[config.mk]
export PLATFORM = sky130hd
export DESIGN_NAME = lbhcs_top
export DESIGN_NICKNAME = d
export VERILOG_FILES = /design/src/hdl/lbhcs_pkg.sv /design/src/hdl/lbhcs_top.sv
export VERILOG_INCLUDE_DIRS = /design/src /design/src/hdl
export SDC_FILE = /design/constraint.sdc
export NUM_CORES = 1
export LEC_CHECK = 0
export ABC_CLOCK_PERIOD_IN_PS = 3000
export BUFFER_PORTS_ARGS = -buffer_cell sky130_fd_sc_hd__buf_2
export CORE_MARGIN = 2
export CORE_UTILIZATION = 54
export DETAILED_ROUTE_END_ITERATION = 12
export PLACE_DENSITY_LB_ADDON = 0.15
export SETUP_SLACK_MARGIN = 0.5
export SLEW_MARGIN = 15
export SYNTH_ARGS = -nofsm -noshare
export SYNTH_HDL_FRONTEND = slang
export SYNTH_SLANG_ARGS = --single-unit
[constraint.sdc]
create_clock -name clk -period 3 [get_ports clk]
set_input_delay 0.3 -clock clk [delete_from_list [all_inputs] [get_ports clk]]
set_output_delay 0.3 -clock clk [all_outputs]
set_load 0.005 [all_outputs]
[src/hdl/lbhcs_cfg.svh]
// lbhcs_cfg.svh: offsets, field positions, reset values and counts
// assumes 16-bit registers placed in the low half of 32-bit Avalon words
`ifndef LBHCS_CFG_SVH
`define LBHCS_CFG_SVH

// register byte offsets
`define LBHCS_OFS_UPPER     5'h00
`define LBHCS_OFS_LOWER     5'h04
`define LBHCS_OFS_MID       5'h08
`define LBHCS_OFS_PERIPH    5'h0C
`define LBHCS_OFS_STATUS    5'h10

// common field positions
`define LBHCS_F_EN          15
`define LBHCS_F_CODE_HI     3
`define LBHCS_F_CODE_LO     0
// mid-range block base address bits 19:13
`define LBHCS_F_MBASE_HI    14
`define LBHCS_F_MBASE_LO    8
// peripheral area: latched-address mode and base bits 15:10
`define LBHCS_F_LATCH       14
`define LBHCS_F_PBASE_HI    5
`define LBHCS_F_PBASE_LO    0

// reset values: upper block on at 1 kbyte, all others off
`define LBHCS_RST_UPPER     16'h8000
`define LBHCS_RST_LOWER     16'h0000
`define LBHCS_RST_MID       16'h0000
`define LBHCS_RST_PERIPH    16'h0000

// block sizes as log2 of bytes, and the largest size codes
`define LBHCS_UL_MIN_LG     5'h0A
`define LBHCS_UL_MAX_CODE   4'h8
`define LBHCS_MID_MIN_LG    5'h0D
`define LBHCS_MID_MAX_CODE  4'h6
`define LBHCS_PSEL_LG       5'h07

`endif

[src/hdl/lbhcs_pkg.sv]
// lbhcs_pkg.sv: types shared by the bus hand-over and select block
// assumes the constants come from lbhcs_cfg.svh
package lbhcs_pkg;

    // bus-cycle states: idle, the four cycle states, and bus handed over
    typedef enum logic [2:0] {
        ST_IDLE,
        ST_T1,
        ST_T2,
        ST_T3,
        ST_T4,
        ST_HELD
    } lbhcs_state_e;

    typedef logic [15:0] lbhcs_reg_t;

endpackage

[src/hdl/lbhcs_top.sv]
// lbhcs_top.sv: local bus hand-over, chip selects and transceiver control
// assumes one clock, synchronous reset, Avalon-MM slave for configuration,
// and a bus-cycle request port fed by the core and the on-chip DMA unit
//
// Notes on behaviour
// bus request input is active high; high means another master wants the bus
// bus request may be asynchronous; it is synchronised before use
// grant rises only at the end of the final bus state or an idle state
// local bus and control lines float in the same cycle grant rises
// grant drops once the synchronised request is seen low
// bus lines are driven again only at the next bus cycle
// upper select goes low for references in the top block, 1K to 256K
// lower select goes low for references in the bottom block, 1K to 256K
// four mid-range selects each cover a quarter of an 8K to 512K area
// five peripheral selects cover their parts of the 64 Kbyte I/O space
// all select outputs keep being driven while the bus is granted away
// every select range comes from software-written registers
// two dual outputs are sixth/seventh peripheral select or latched A1/A2
// latched address bits hold their value while the bus is granted away
// direction low for data in, high when the device drives write data
// transceiver enable low during every memory and I/O access
// transceiver enable high whenever direction changes level
// during reset enable is driven high for one clock, then floats
// transceiver enable floats while the bus is granted away
// selects assert for core and DMA cycles alike
// other master holds request during tenure, drives only while granted
// request passes a two-stage synchroniser before arbitration samples it
//
// Our own choices: the Avalon-MM interface to the registers and the register offsets.
`timescale 1ns/10ps
`include "lbhcs_cfg.svh"

module lbhcs_top
(
    input  wire logic        clk,
    input  wire logic        sys_rst,
    // avalon-mm slave
    input  wire logic [4:0]  avs_address,
    input  wire logic        avs_read,
    input  wire logic        avs_write,
    input  wire logic [31:0] avs_writedata,
    input  wire logic [3:0]  avs_byteenable,
    output logic      [31:0] avs_readdata,
    output logic             avs_waitrequest,
    // bus-cycle request from core or dma
    input  wire logic        cyc_req,
    input  wire logic [19:0] cyc_addr,
    input  wire logic        cyc_io,
    input  wire logic        cyc_write,
    output logic             cyc_done,
    // hand-over pins
    input  wire logic        bus_req_in,
    output logic             bus_grant_out,
    output logic             bus_drive_oe,
    // select outputs, active low
    output logic             upper_mem_select_n,
    output logic             lower_mem_select_n,
    output logic [3:0]       midrange_mem_select_n,
    output logic [4:0]       periph_select_n,
    output logic             periph_select5_or_latched_addr1,
    output logic             periph_select6_or_latched_addr2,
    // transceiver control
    output logic             xcvr_direction,
    output logic             xcvr_direction_oe,
    output logic             xcvr_enable_n,
    output logic             xcvr_enable_n_oe
);

    // true when addr lies in the 2**lg block that holds base
    function automatic logic in_block(input logic [19:0] addr,
                                      input logic [19:0] base,
                                      input logic [4:0]  lg);
        logic [19:0] diff;
        diff = (addr ^ base) >> lg;
        in_block = (diff == 20'h00000);
    endfunction

    // size code to log2 of block bytes, clamped at the largest size
    function automatic logic [4:0] size_lg(input logic [3:0] code,
                                           input logic [3:0] max_code,
                                           input logic [4:0] min_lg);
        logic [3:0] c;
        c = (code > max_code) ? max_code : code;
        size_lg = min_lg + {1'b0, c};
    endfunction

    // byte-lane merge for 16-bit registers
    function automatic logic [15:0] lane_merge(input logic [15:0] old_v,
                                               input logic [15:0] new_v,
                                               input logic [1:0]  be);
        lane_merge = {be[1] ? new_v[15:8] : old_v[15:8],
                      be[0] ? new_v[7:0]  : old_v[7:0]};
    endfunction

    // configuration and status state
    lbhcs_pkg::lbhcs_reg_t      upper_cfg_r;
    lbhcs_pkg::lbhcs_reg_t      lower_cfg_r;
    lbhcs_pkg::lbhcs_reg_t      mid_cfg_r;
    lbhcs_pkg::lbhcs_reg_t      periph_cfg_r;
    logic                       ack_r;
    logic [31:0]                rdata_r;
    // arbitration and cycle state
    lbhcs_pkg::lbhcs_state_e    state_r;
    lbhcs_pkg::lbhcs_state_e    state_nxt;
    logic                       hold_meta_r;
    logic                       hold_sync_r;
    logic                       grant_r;
    logic                       drive_r;
    logic                       in_rst_r;
    logic                       den_oe_r;
    logic                       den_r;
    logic                       dir_r;
    logic                       done_r;
    logic                       a1_r;
    logic                       a2_r;
    // select flops, active low
    logic                       usel_r;
    logic                       lsel_r;
    logic [3:0]                 msel_r;
    logic [6:0]                 psel_r;

    // bus decode
    wire logic        bus_req    = avs_read | avs_write;
    wire logic        bus_take   = bus_req & ~ack_r;
    wire logic        wr_go      = avs_write & ack_r;
    wire logic        hit_upper  = (avs_address == `LBHCS_OFS_UPPER);
    wire logic        hit_lower  = (avs_address == `LBHCS_OFS_LOWER);
    wire logic        hit_mid    = (avs_address == `LBHCS_OFS_MID);
    wire logic        hit_periph = (avs_address == `LBHCS_OFS_PERIPH);
    wire logic        hit_status = (avs_address == `LBHCS_OFS_STATUS);
    wire logic [15:0] wdata16    = avs_writedata[15:0];
    wire logic [1:0]  be_lo      = avs_byteenable[1:0];

    // status word shows the block's own state
    wire logic [15:0] status_w = {12'h000,
                                  (state_r != lbhcs_pkg::ST_IDLE) &&
                                  (state_r != lbhcs_pkg::ST_HELD),
                                  drive_r, hold_sync_r, grant_r};

    // unmapped addresses read zero and ignore writes
    wire logic [15:0] rd_sel = hit_upper  ? upper_cfg_r  :
                               hit_lower  ? lower_cfg_r  :
                               hit_mid    ? mid_cfg_r    :
                               hit_periph ? periph_cfg_r :
                               hit_status ? status_w     : 16'h0000;

    // one wait cycle: answer lands on the edge after the request is seen
    assign avs_waitrequest = bus_take;
    assign avs_readdata    = rdata_r;

    always_ff @(posedge clk)
    begin
        if (sys_rst)
        begin
            ack_r   <= 1'b0;
            rdata_r <= 32'h00000000;
        end
        else
        begin
            ack_r <= bus_take;
            if (bus_take)
                rdata_r <= {16'h0000, rd_sel};
        end
    end

    // software-set select ranges
    always_ff @(posedge clk)
    begin
        if (sys_rst)
        begin
            upper_cfg_r  <= `LBHCS_RST_UPPER;
            lower_cfg_r  <= `LBHCS_RST_LOWER;
            mid_cfg_r    <= `LBHCS_RST_MID;
            periph_cfg_r <= `LBHCS_RST_PERIPH;
        end
        else if (wr_go)
        begin
            if (hit_upper)
                upper_cfg_r <= lane_merge(upper_cfg_r, wdata16, be_lo);
            else if (hit_lower)
                lower_cfg_r <= lane_merge(lower_cfg_r, wdata16, be_lo);
            else if (hit_mid)
                mid_cfg_r <= lane_merge(mid_cfg_r, wdata16, be_lo);
            else if (hit_periph)
                periph_cfg_r <= lane_merge(periph_cfg_r, wdata16, be_lo);
        end
    end

    // two-flop synchroniser; only hold_sync_r feeds logic
    always_ff @(posedge clk)
    begin
        if (sys_rst)
        begin
            hold_meta_r <= 1'b0;
            hold_sync_r <= 1'b0;
        end
        else
        begin
            // async request sampled
            hold_meta_r <= bus_req_in;
            hold_sync_r <= hold_meta_r;
        end
    end

    // cycle sequencer; cycles take four states, no wait states
    always_comb
    begin
        state_nxt = state_r;
        case (state_r)
            lbhcs_pkg::ST_IDLE:
            begin
                // grant from idle state
                if (hold_sync_r)
                    state_nxt = lbhcs_pkg::ST_HELD;
                else if (cyc_req)
                    state_nxt = lbhcs_pkg::ST_T1;
            end
            lbhcs_pkg::ST_T1:
                state_nxt = lbhcs_pkg::ST_T2;
            lbhcs_pkg::ST_T2:
                state_nxt = lbhcs_pkg::ST_T3;
            lbhcs_pkg::ST_T3:
                state_nxt = lbhcs_pkg::ST_T4;
            lbhcs_pkg::ST_T4:
            begin
                // grant from final state
                if (hold_sync_r)
                    state_nxt = lbhcs_pkg::ST_HELD;
                else
                    state_nxt = lbhcs_pkg::ST_IDLE;
            end
            lbhcs_pkg::ST_HELD:
            begin
                // release on request low
                if (!hold_sync_r)
                    state_nxt = lbhcs_pkg::ST_IDLE;
            end
            default:
                state_nxt = lbhcs_pkg::ST_IDLE;
        endcase
    end

    // decode terms from the incoming request address
    wire logic [4:0]  up_lg   = size_lg(upper_cfg_r[`LBHCS_F_CODE_HI:`LBHCS_F_CODE_LO],
                                        `LBHCS_UL_MAX_CODE, `LBHCS_UL_MIN_LG);
    wire logic [4:0]  lo_lg   = size_lg(lower_cfg_r[`LBHCS_F_CODE_HI:`LBHCS_F_CODE_LO],
                                        `LBHCS_UL_MAX_CODE, `LBHCS_UL_MIN_LG);
    wire logic [4:0]  mid_lg  = size_lg(mid_cfg_r[`LBHCS_F_CODE_HI:`LBHCS_F_CODE_LO],
                                        `LBHCS_MID_MAX_CODE, `LBHCS_MID_MIN_LG);
    wire logic [19:0] mid_base = {mid_cfg_r[`LBHCS_F_MBASE_HI:`LBHCS_F_MBASE_LO], 13'h0000};
    wire logic [19:0] per_base = {4'h0, periph_cfg_r[`LBHCS_F_PBASE_HI:`LBHCS_F_PBASE_LO],
                                  10'h000};
    wire logic [19:0] mid_qtr  = cyc_addr >> (mid_lg - 5'h02);
    wire logic [19:0] per_idx  = cyc_addr >> `LBHCS_PSEL_LG;
    wire logic        is_mem   = ~cyc_io;
    wire logic        latch_md = periph_cfg_r[`LBHCS_F_LATCH];

    // top block match
    wire logic hit_u = is_mem & upper_cfg_r[`LBHCS_F_EN] & in_block(cyc_addr, 20'hFFFFF, up_lg);
    // bottom block match
    wire logic hit_l = is_mem & lower_cfg_r[`LBHCS_F_EN] & in_block(cyc_addr, 20'h00000, lo_lg);
    // mid-range area match
    wire logic hit_m = is_mem & mid_cfg_r[`LBHCS_F_EN] & in_block(cyc_addr, mid_base, mid_lg);
    // peripheral 1 kbyte area within I/O space
    wire logic hit_p = cyc_io & periph_cfg_r[`LBHCS_F_EN] &
                       in_block({4'h0, cyc_addr[15:0]}, per_base, 5'h0A);

    wire logic       start_cyc = (state_nxt == lbhcs_pkg::ST_T1);
    wire logic       end_cyc   = (state_r == lbhcs_pkg::ST_T4);
    wire logic [2:0] pidx      = per_idx[2:0];
    wire logic [1:0] mqtr      = mid_qtr[1:0];

    // selects follow any cycle on the request port, core or dma
    always_ff @(posedge clk)
    begin
        if (sys_rst)
        begin
            usel_r <= 1'b1;
            lsel_r <= 1'b1;
            msel_r <= 4'hF;
            psel_r <= 7'h7F;
        end
        else if (start_cyc)
        begin
            usel_r <= ~hit_u;
            lsel_r <= ~hit_l;
            msel_r <= ~({3'h0, hit_m} << mqtr);
            psel_r <= ~({6'h00, hit_p} << pidx);
        end
        else if (end_cyc)
        begin
            usel_r <= 1'b1;
            lsel_r <= 1'b1;
            msel_r <= 4'hF;
            psel_r <= 7'h7F;
        end
    end

    // latched bits only move at cycle start, so they freeze in hold
    always_ff @(posedge clk)
    begin
        if (sys_rst)
        begin
            a1_r <= 1'b0;
            a2_r <= 1'b0;
        end
        else if (start_cyc)
        begin
            a1_r <= cyc_addr[1];
            a2_r <= cyc_addr[2];
        end
    end

    // selects always driven, no enable
    assign upper_mem_select_n    = usel_r;
    assign lower_mem_select_n    = lsel_r;
    assign midrange_mem_select_n = msel_r;
    assign periph_select_n       = psel_r[4:0];
    // dual-purpose pin mode select
    assign periph_select5_or_latched_addr1 = latch_md ? a1_r : psel_r[5];
    assign periph_select6_or_latched_addr2 = latch_md ? a2_r : psel_r[6];

    // arbitration and drive flops
    always_ff @(posedge clk)
    begin
        if (sys_rst)
        begin
            state_r <= lbhcs_pkg::ST_IDLE;
            grant_r <= 1'b0;
            drive_r <= 1'b0;
            done_r  <= 1'b0;
        end
        else
        begin
            state_r <= state_nxt;
            done_r  <= end_cyc;
            // high request granted; low request released
            grant_r <= (state_nxt == lbhcs_pkg::ST_HELD);
            // float with grant; drive again at next cycle only
            if (state_nxt == lbhcs_pkg::ST_HELD)
                drive_r <= 1'b0;
            else if (start_cyc)
                drive_r <= 1'b1;
        end
    end

    // transceiver: direction set at T1 while enable is high
    always_ff @(posedge clk)
    begin
        if (sys_rst)
        begin
            dir_r <= 1'b0;
            den_r <= 1'b1;
        end
        else
        begin
            // high for write data out, low for data in
            if (start_cyc)
                dir_r <= cyc_write;
            // low in T2/T3 of each access; high around direction change
            den_r <= ~((state_nxt == lbhcs_pkg::ST_T2) ||
                       (state_nxt == lbhcs_pkg::ST_T3));
        end
    end

    // enable drive: one clock high in reset, float in hold
    always_ff @(posedge clk)
    begin
        in_rst_r <= sys_rst;
        if (sys_rst)
            // first reset clock drives, then floats
            den_oe_r <= ~in_rst_r;
        else
            // floats while granted away
            den_oe_r <= (state_nxt != lbhcs_pkg::ST_HELD) &&
                        (drive_r || start_cyc);
    end

    assign xcvr_direction    = dir_r;
    assign xcvr_direction_oe = drive_r;
    assign xcvr_enable_n     = den_r;
    assign xcvr_enable_n_oe  = den_oe_r;
    assign bus_grant_out     = grant_r;
    assign bus_drive_oe      = drive_r;
    assign cyc_done          = done_r;

endmodule

==> metrics.txt, run 1 <==
Top Metal Used met4; post-synth top area share 41.0%; Synth Area in Adders 0.237%; layout cells sized above 1 20.8%; IO Pins 122; Clock Tree Root clkbuf_8; CTS tree yes; synthesized area 5270 um2; Starting Density 54.7%; power per cell area 439 nW/um2; mux cell area share after synthesis 14.6%; vias in the first global route 4274; Overflow after GRT 0; final cell count without fillers 815; Slew Limit Fails 0; Tmin final 2.34 ns; Routed wire per std cell between 15 and 20 um; Layout fillers approximately 850; Area Overhead vs Synth 12.5%; CP Max Fanout 8; Clock Tree Buf Depth 2; Die Ht between 100 and 150 um; Starting DRT DRC Count 276; clock sink count ~110; Commonest cells post-synth 108 x dfxtp_1, 95 x nor2_1, 70 x mux2i_1; Fin. Hold Viols 0; worst slack, placed 0.337 ns; Detail Route met2 WL 6500 um; unrepaired setup endpoints after global routing false; Post-synth EDFFs 0; Worst Hold Class in2reg; Worst setup EP type flip-flop; DR WL met3 757 um; area of the multi-input gates about 2800 um2; Placer Congestion 0.950; crit-path cells a21oi_4, nand2_4, ha_2, inv_1, or3_1, a21oi_1, nor4_2, buf_4, o21ba_2, a21oi_1; Die ar. 10600 um2; final WL 13800 um; router iterations before antenna repair 5; number of hold buffers added after cts 0; DP HPWL 9780 um; fin nets 747; ys async rst share 0%; Setup TNS Final 0 ns; startpoint types flip-flop; Die W between 100 and 150 um; worst-skew pair later-pin latency 0.39 ns; core area between 9000 and 10000 um2; I/O Buffers between 80 and 90; DRC 0; Syn. warnings 0; VDD IR max ~240 uV; sequential share of the synthesized area 41.0%; initial antenna violation count 0; Max Clock Freq roughly 430 MHz; vias post-DR 4636; mean area per synthesized cell 8.61 um2; H-tree depth 3; combinational family with the most area after synthesis simple AND/OR/NAND/NOR gates; crit-path max cell delay about 0.44 ns; final core utilization ~62%; setup violators final 0; most frequent cell after synthesis dfxtp_1; overall routing resource usage 26.7%; Worst Clk Skew 0.0112 ns; Data required, critical path 3.32 ns; clk slew on worst S/H paths 0.10 ns; post-synth cell types 60; Crit Path Class reg2reg; Met1 Wirelength 6140 um; status finished clean; antenna cells 0; worst setup margin 0.663 ns; crit path DAT between 2 and 3 ns; FF+latch area 2170 um2; post-synthesis simple-gate area fraction 19.6%; first-pass GRT wire length 21700 um; antenna viol nets, final 0; ratio of final minimum period to clock period 77.9%; most used cell along the critical path a21oi_1; Num CTS Buffers 9; Seq cells post-synth approximately 110; post-synthesis cell count between 600 and 700; Slew headroom 48.4%; critical path's slowest cell dfxtp_2; Pleak between 0.002 and 0.0025 uW; Vias/cell about 5.7; post-synth top area cell dfxtp_1; post-synthesis xor/xnor area fraction under 10%; Synth Flop Type dfxtp_1; Slew @ Worst Pin 0.774 ns; num rows 36; synth top area cells dfxtp_1 41%, mux2i_1 13%, nor2_1 6.8%; Placed Instances around 800; Synth Area in Compound Gates around 15%; max-cap violations 0; largest net degree at the start of global routing between 40 and 50
-- layout by cell type, fill, tap and decap left out, types with 3 or more instances in the layout --
cell / Yosys / routed
a211oi_1: 11 / 11
a21oi_1: 42 / 42
a221oi_1: 13 / 13
a222oi_1: 3 / 3
a31oi_1: 5 / 5
and3_1: 3 / 3
buf_2: 7 / 85
buf_4: 22 / 13
clkbuf_8: 0 / 9
conb_1: 1 / 16
dfxtp_1: 108 / 104
dfxtp_2: 0 / 4
inv_1: 12 / 12
mux2_2: 4 / 4
mux2i_1: 70 / 70
nand2_1: 36 / 35
nand2b_1: 6 / 6
nand3_1: 26 / 26
nand4_1: 4 / 4
nor2_1: 95 / 95
nor2b_1: 9 / 9
nor3_1: 14 / 13
nor3_2: 2 / 3
o21ai_0: 20 / 20
o22ai_1: 4 / 4
or2_2: 5 / 5
or3_1: 3 / 3
xnor2_1: 6 / 6
xor2_1: 9 / 9
-- metal layers --
layer	vias to the layer above	GRT usage [%]
met1	2181	35.1
met3	28	4.14
met4	0	12.2
li1	2262	-
met5	-	0
met2	165	43.6
-- worst max-delay path, delay by kind of cell (launching register included) --
kind	cells	cell delay [ns]
AOI/OAI and AO/OA	4	0.76
and+or+nand+nor	3	0.54
DFF	1	0.44
adders and majority gates	1	0.32
buffers and inverters	2	0.21
-- where the power goes --
group | internal [uW] | switching (uW) | leakage (uW)
combinational | 108 | 182 | 0.00142
sequential | 1470 | 28.8 | 0.000878
clock | 308 | 511 | 0.0000881
-- sequential cells by signal, summed over array words and instances, names as in the netlist, 3 cells and up --
register	flops
avs_readdata	16
lower_cfg_r	16
mid_cfg_r	16
midrange_mem_select_n	4
periph_cfg_r	16
psel_r	7
state_r	3
upper_cfg_r	16
-- layout make-up --
class,count,area share [%]
inverter,13,0.823
tap,133,2.81
multi-input combinational,446,48.0
sequential,108,36.5
clock inverter,5,0.612
clock buffer,11,2.22
timing repair buffer,99,9.01
-- path summary, 6_finish.rpt --
check	from	to	slack, ns	cells past startpoint
hold / removal	bus_req_in	hold_meta_r$_SDFF_PP0_	0.12	2
hold reg to reg	in_rst_r$_DFF_P_	xcvr_enable_n_oe$_DFF_P_	0.42	1
setup / recovery	mid_cfg_r[1]$_SDFFE_PP0P_	midrange_mem_select_n[0]$_SDFFE_PP1P_	0.66	10
setup reg to reg	mid_cfg_r[1]$_SDFFE_PP0P_	midrange_mem_select_n[0]$_SDFFE_PP1P_	0.66	10
-- through the flow --
stage	power, uW	instance area [um2]	hold slack, ns
2_1_floorplan	1710	5330	0.328
3_3_place_gp	1800	5690	0.395
3_5_place_dp	1810	5690	0.402
4_1_cts	2610	5890	0.105
5_1_grt	2710	5930	0.130
6_report	2600	5930	0.116
-- kinds of logic after synthesis --
group | count (synthesis)
AND/OR/NAND/NOR | 218
AO/OA/AOI/OAI | 121
flip-flops | 108
multiplexers | 75
buffers and inverters | 73
XOR/XNOR | 15
adder cells (fa/ha/maj) | 1
other | 1
-- timing repair --
action | 4_1_cts | 5_1_grt
pin swaps | 1 | 1
setup buffers | 1 | 1
resized for setup | 6 | 9
setup endpoints to repair | 4 | 4
endpoints found under the hold margin | 0 | 0
No activity file was read; power rests on OpenSTA's default activity.
==> inputs of run 2 (changes only) <==
Settings changed: ABC_AREA from default to 1, ABC_CLOCK_PERIOD_IN_PS 3000 to 1900, CORE_UTILIZATION 54 to 49.
Clock period 3 ns to 1.9 ns, I/O delays scaled along.
==> run 2 against run 1 <==
Count of clock-buffer cells in the layout is 2 lower. Sequential power is 59% higher. Setup slack worse by 0.64 ns. Global-route usage is 1.3 points higher. Total power is 90% higher. Die area is 9.6% higher. Fmax is 25% higher. Synthesized area is 0.21% lower. Largest cell class unchanged.
==> metrics.txt, run 2 <==
Num CTS Buffers 9; Synth Area in Compound Gates 23.1%; fin nets 911; final WL 15900 um; Routed wire per std cell about 16 um; post-synth top area share 41.1%; met1 GRT Util 35.8%; Die W 108 um; GRT met3 Usage 3.39%; Clock Tree Root clkbuf_8; Power, Total a little under 5000 uW; Placer Congestion 0.934; DP Area between 5000 and 6000 um2; ys async rst share 0%; Overflow after GRT 0; Starting DRT DRC Count 348; Area Overhead vs Synth 24.9%; vias post-DR 5452; ratio of final minimum period to clock period roughly 100%; Max Clock Freq 533 MHz; first-pass GRT wire length 25600 um; combinational family with the most area after synthesis compound AO/OA/AOI/OAI gates; crit path DAT 2.16 ns; Seq cells post-synth 108; layout cells sized above 1 29.4%; overall routing resource usage 28.0%; setup violators final 0; antenna cells 0; max-cap violations 0; commonest cells after routing, fill and taps aside 110 x nand2_1, 92 x dfxtp_1, 90 x o21ai_0; Vias/cell ~5.6; Clock Tree Buf Depth 2; post-synthesis cell count 727; post-synth top area cell dfxtp_1; status finished clean; sequential share of the synthesized area between 40% and 50%; startpoint types flip-flop; post-synthesis xor/xnor area fraction 1.33%; synthesized area 5260 um2; largest net degree at the start of global routing 55; fin area 6570 um2; clk slew on worst S/H paths 0.10 ns; grt met2 use 47.7%; synth top area cells dfxtp_1 41%, o21ai_0 8.9%, nand2_1 8.3%; initial antenna violation count 0; CTS tree yes; Layout fillers 936; Syn. warnings 0; Fin. Hold Viols 0; mean area per synthesized cell 7.24 um2; Pleak around 0.0029 uW; Synth Area in Adders less than 1%; antenna viol nets, final 0; Die Ht 108 um; IO Pins 122; worst-skew pair later-pin latency 0.38 ns; Commonest cells post-synth 116 x nand2_1, 108 x dfxtp_1, 94 x o21ai_0; DRC 0; Synth Flop Type dfxtp_1; Worst Clk Skew 0.0119 ns; CP Max Fanout 5; Slew Limit Fails 0; Data required, critical path 2.18 ns; VDD IR max 436 uV; Starting Density 50.7%; I/O Buffers 85; router iterations before antenna repair 7; vias in the first global route 5226; num rows 37; core area 10400 um2; post-synthesis simple-gate area fraction a little under a quarter; mux cell area share after synthesis 0%; Tmin final roughly 1.9 ns; Crit Path Class reg2reg; Worst setup EP type flip-flop; post-synth cell types between 40 and 50; grt peak-use layer met2; Die ar. about 12000 um2; commonest non-fill, non-tap cell in the layout nand2_1; Placed Instances 931; clock sink count approximately 110; most frequent cell after synthesis nand2_1; unrepaired setup endpoints after global routing true; Setup TNS Final 0 ns; Worst Hold Class in2reg; Post-synth EDFFs 0; H-tree depth 3; power per cell area 753 nW/um2; number of hold buffers added after cts 0; DP HPWL 10600 um; final cell count without fillers a little under 1k
[run 2: worst paths after layout]
kind / startpoint / endpoint / depth (start not counted) / slack, ns
max: mid_cfg_r[1]$_SDFFE_PP0P_ / midrange_mem_select_n[1]$_SDFFE_PP1P_ / 13 / 0.02
max reg2reg: mid_cfg_r[1]$_SDFFE_PP0P_ / midrange_mem_select_n[1]$_SDFFE_PP1P_ / 13 / 0.02
min reg2reg: hold_meta_r$_SDFF_PP0_ / hold_sync_r$_SDFF_PP0_ / 2 / 0.40
min: bus_req_in / hold_meta_r$_SDFF_PP0_ / 3 / 0.01
[run 2: cells by family after synthesis]
| group | count (synthesis) |
|---|---|
| compound gates | 214 |
| xor+xnor | 8 |
| simple gates | 274 |
| flops | 108 |
| buf+inv | 121 |
| fa+ha+maj | 1 |
| other cells | 1 |
[run 2: cell type report]
type | instances | area, um2 | share of cell area, %
Multi-Input combinational cell | 513 | 2770 | 42.2
Sequential cell | 108 | 2180 | 33.2
Timing Repair Buffer | 138 | 890 | 13.5
Inverter | 71 | 283 | 4.30
Tap cell | 136 | 170 | 2.59
Clock inverter | 7 | 148 | 2.25
Clock buffer | 9 | 124 | 1.89
[run 2: per-stage QoR]
| step | hold WS [ns] | worst slack (ns) | util, % |
|---|---|---|---|
| 4_1_cts | 0.00301 | 0.0598 | 62.6 |
| 5_1_grt | 0.000406 | -0.0992 | 63.4 |
| 2_1_floorplan | 0.218 | 0.0498 | - |
| 6_report | 0.0148 | 0.0246 | 63.4 |
| 3_5_place_dp | 0.392 | -0.0604 | 55.8 |
| 3_3_place_gp | 0.389 | 0.0395 | 55.8 |
[run 2: metal layers]
metal | up-vias | share of wire, %
li1 | 2642 | -
met1 | 2555 | 42
met2 | 217 | 49
met3 | 38 | 6.4
met4 | 0 | 2.4
met5 | - | 0
[run 2: repair_timing]
action,in CTS,in global routing
pin swaps,24,3
gates cloned,1,0
buffers inserted,33,1
endpoints found under the setup margin,51,74
gates resized for setup,55,20
[run 2: power by group]
group          switching (uW)  internal, uW
clock                     807          1020
combinational             428           306
sequential               46.3          2340
total                    1280          3660
[run 2: critical path, stage by stage (launching register included)]
cell and delay (ns):
dfxtp_2 0.36, nand2_4 0.07, o21ai_4 0.15, nor2_4 0.06, ha_4 0.28, buf_6 0.14
a21oi_1 0.12, o21ai_1 0.08, nand2_1 0.09, nand3_2 0.09, a21oi_2 0.18, nand2_1 0.07
nand2_1 0.06, nand2_1 0.05
==> inputs of run 3 (changes only) <==
Settings changed: CORE_ASPECT_RATIO from default to 1.75, SETUP_SLACK_MARGIN 0.5 to 0.02.
==> run 3 against run 2 <==
Combinational power decreased by 20%. Register-to-register slack barely moved. Fmax fell by 0.75%. Non-clock buffer count shrank 31. Count of clock-buffer cells in the layout increased by 2. First-iteration DRC count down 9.2%. Sequential power hardly changed. Wire length decreased by 2.0%. Largest power group unchanged.
==> metrics.txt, run 3 (synthesis gave the netlist of run 2 again) <==
power per cell area 779 nW/um2; Max Clock Freq 529 MHz; CTS tree yes; first-pass GRT wire length 24400 um; initial antenna violation count 0; ratio of final minimum period to clock period 99.4%; Vias/cell 5.59; status finished clean; Worst Hold Class in2reg; Routed wire per std cell 16.4 um; crit-path cells nand2_4, o21ai_4, nor2_4, ha_4, buf_6, nand3_2, nand3_2, nand3_2, nand3_2, nand2_2, nor2_4, nand2_1, nand2_1, nand2_1; max-cap violations 0; final WL about 16000 um; crit path DAT 2.14 ns; Slew Limit Fails 0; fin nets 880; unrepaired setup endpoints after global routing true; Crit path max-delay family simple AND/OR/NAND/NOR gates; Tmin final 1.89 ns; DP Area 5770 um2; Placer Congestion 0.872; Die ar. 11600 um2; Worst setup EP type flip-flop; largest net degree at the start of global routing 54; router iterations before antenna repair 7; H-tree depth 3; fin area 6200 um2; Num CTS Buffers 9; clock sink count 108; CP Max Fanout 6; setup violators final 0; commonest non-fill, non-tap cell in the layout nand2_1; Starting Density 49.8%; Clock Tree Buf Depth 2; critical path's slowest cell dfxtp_2; Clock Tree Root clkbuf_16; DRC 0; core area about 11000 um2; Data required, critical path approximately 2.2 ns; DP HPWL 11400 um; CP bufs+invs 1; startpoint types flip-flop; clk slew on worst S/H paths approximately 0.07 ns; most used cell along the critical path nand3_2; number of hold buffers added after cts 0; Die Ht 141 um; Power, Total 4830 uW; antenna cells 0; Layout fillers around 1.1k; layout cells sized above 1 22.1%; vias in the first global route 4964; IO Pins 122; worst-skew pair later-pin latency 0.36 ns; Area Overhead vs Synth 17.8%; crit-path max cell delay between 0.3 and 0.4 ns; overall routing resource usage 27.3%; antenna viol nets, final 0; Fin. Hold Viols 0; Starting DRT DRC Count roughly 320; Die W 82.3 um; Worst Clk Skew 0.00800 ns; vias post-DR roughly 5.3k; Overflow after GRT 0; commonest cells after routing, fill and taps aside 115 x nand2_1, 106 x dfxtp_1, 92 x o21ai_0; Pleak approximately 0.0027 uW; num rows 50; VDD IR max 464 uV; Crit Path Class reg2reg; I/O Buffers 85
==> run 3: changes by cell type in the layout (fill, tap and decap cells not counted), sizes merged <==
cell	previous run	this run
bufinv	4	0
buf	138	107
clkinv	1	2
inv	69	72
clkbuf	9	11
clkinvlp	4	2
==> run 3: path summary, 6_finish.rpt <==
kind	end	start	slack [ns]	depth (start not counted)
worst max-delay path	midrange_mem_select_n[0]$_SDFFE_PP1P_	mid_cfg_r[1]$_SDFFE_PP0P_	0.01	14
worst min-delay path	hold_meta_r$_SDFF_PP0_	bus_req_in	0.03	3
worst max register to register	midrange_mem_select_n[0]$_SDFFE_PP1P_	mid_cfg_r[1]$_SDFFE_PP0P_	0.01	14
worst min register to register	hold_sync_r$_SDFF_PP0_	hold_meta_r$_SDFF_PP0_	0.43	2
==> run 3: cell type report <==
type / instances / area, um2 / share of cell area, %
Sequential cell: 108 / 2160 / 34.9
Clock inverter: 5 / 41.3 / 0.666
Inverter: 71 / 275 / 4.44
Timing Repair Buffer: 107 / 607 / 9.79
Multi-Input combinational cell: 513 / 2700 / 43.5
Clock buffer: 11 / 253 / 4.08
Tap cell: 130 / 163 / 2.62
==> run 3: what timing repair did <==
action                                  in CTS  in global routing
gates resized for setup                      8                 23
setup buffers                                1                  0
endpoints found under the hold margin        0                  0
endpoints found under the setup margin       4                  6
pin swaps                                    3                 17
==> run 3: metal layers <==
metal	vias to the layer above	global-route usage, %	wire length (um)
met5	-	0	0
met4	0	14.9	778
met3	61	4.87	779
met2	196	46.8	7970
met1	2459	30.9	6020
li1	2569	-	-
==> run 3: where the power goes <==
group,internal (uW),switching [uW],leakage (uW)
registers,2340,45.1,0.000878
logic,209,376,0.00169
clock network,978,881,0.000144
total,3520,1300,0.00271
==> run 3: worst register-to-register path, delay by kind of cell (launching register included) <==
kind	cells	cell delay [ns]
and+or+nand+nor	11	0.81
buffers and inverters	1	0.15
AOI/OAI and AO/OA	1	0.16
adders and majority gates	1	0.33
DFF	1	0.35
==> run 3: per-stage QoR <==
stage / setup TNS, ns / hold slack (ns) / std cells / utilization (%) / setup slack [ns]
floorplan: 0 / 0.218 / 742 / - / 0.0250
global placement: -0.493 / 0.388 / 928 / 54.6 / -0.135
detailed placement: -0.792 / 0.406 / 928 / 54.6 / -0.222
CTS: 0 / 0.0325 / 945 / 57.7 / 0.0276
global route: -0.256 / 0.0577 / 945 / 58.6 / -0.0787
finish: 0 / 0.0349 / 945 / 58.6 / 0.0105
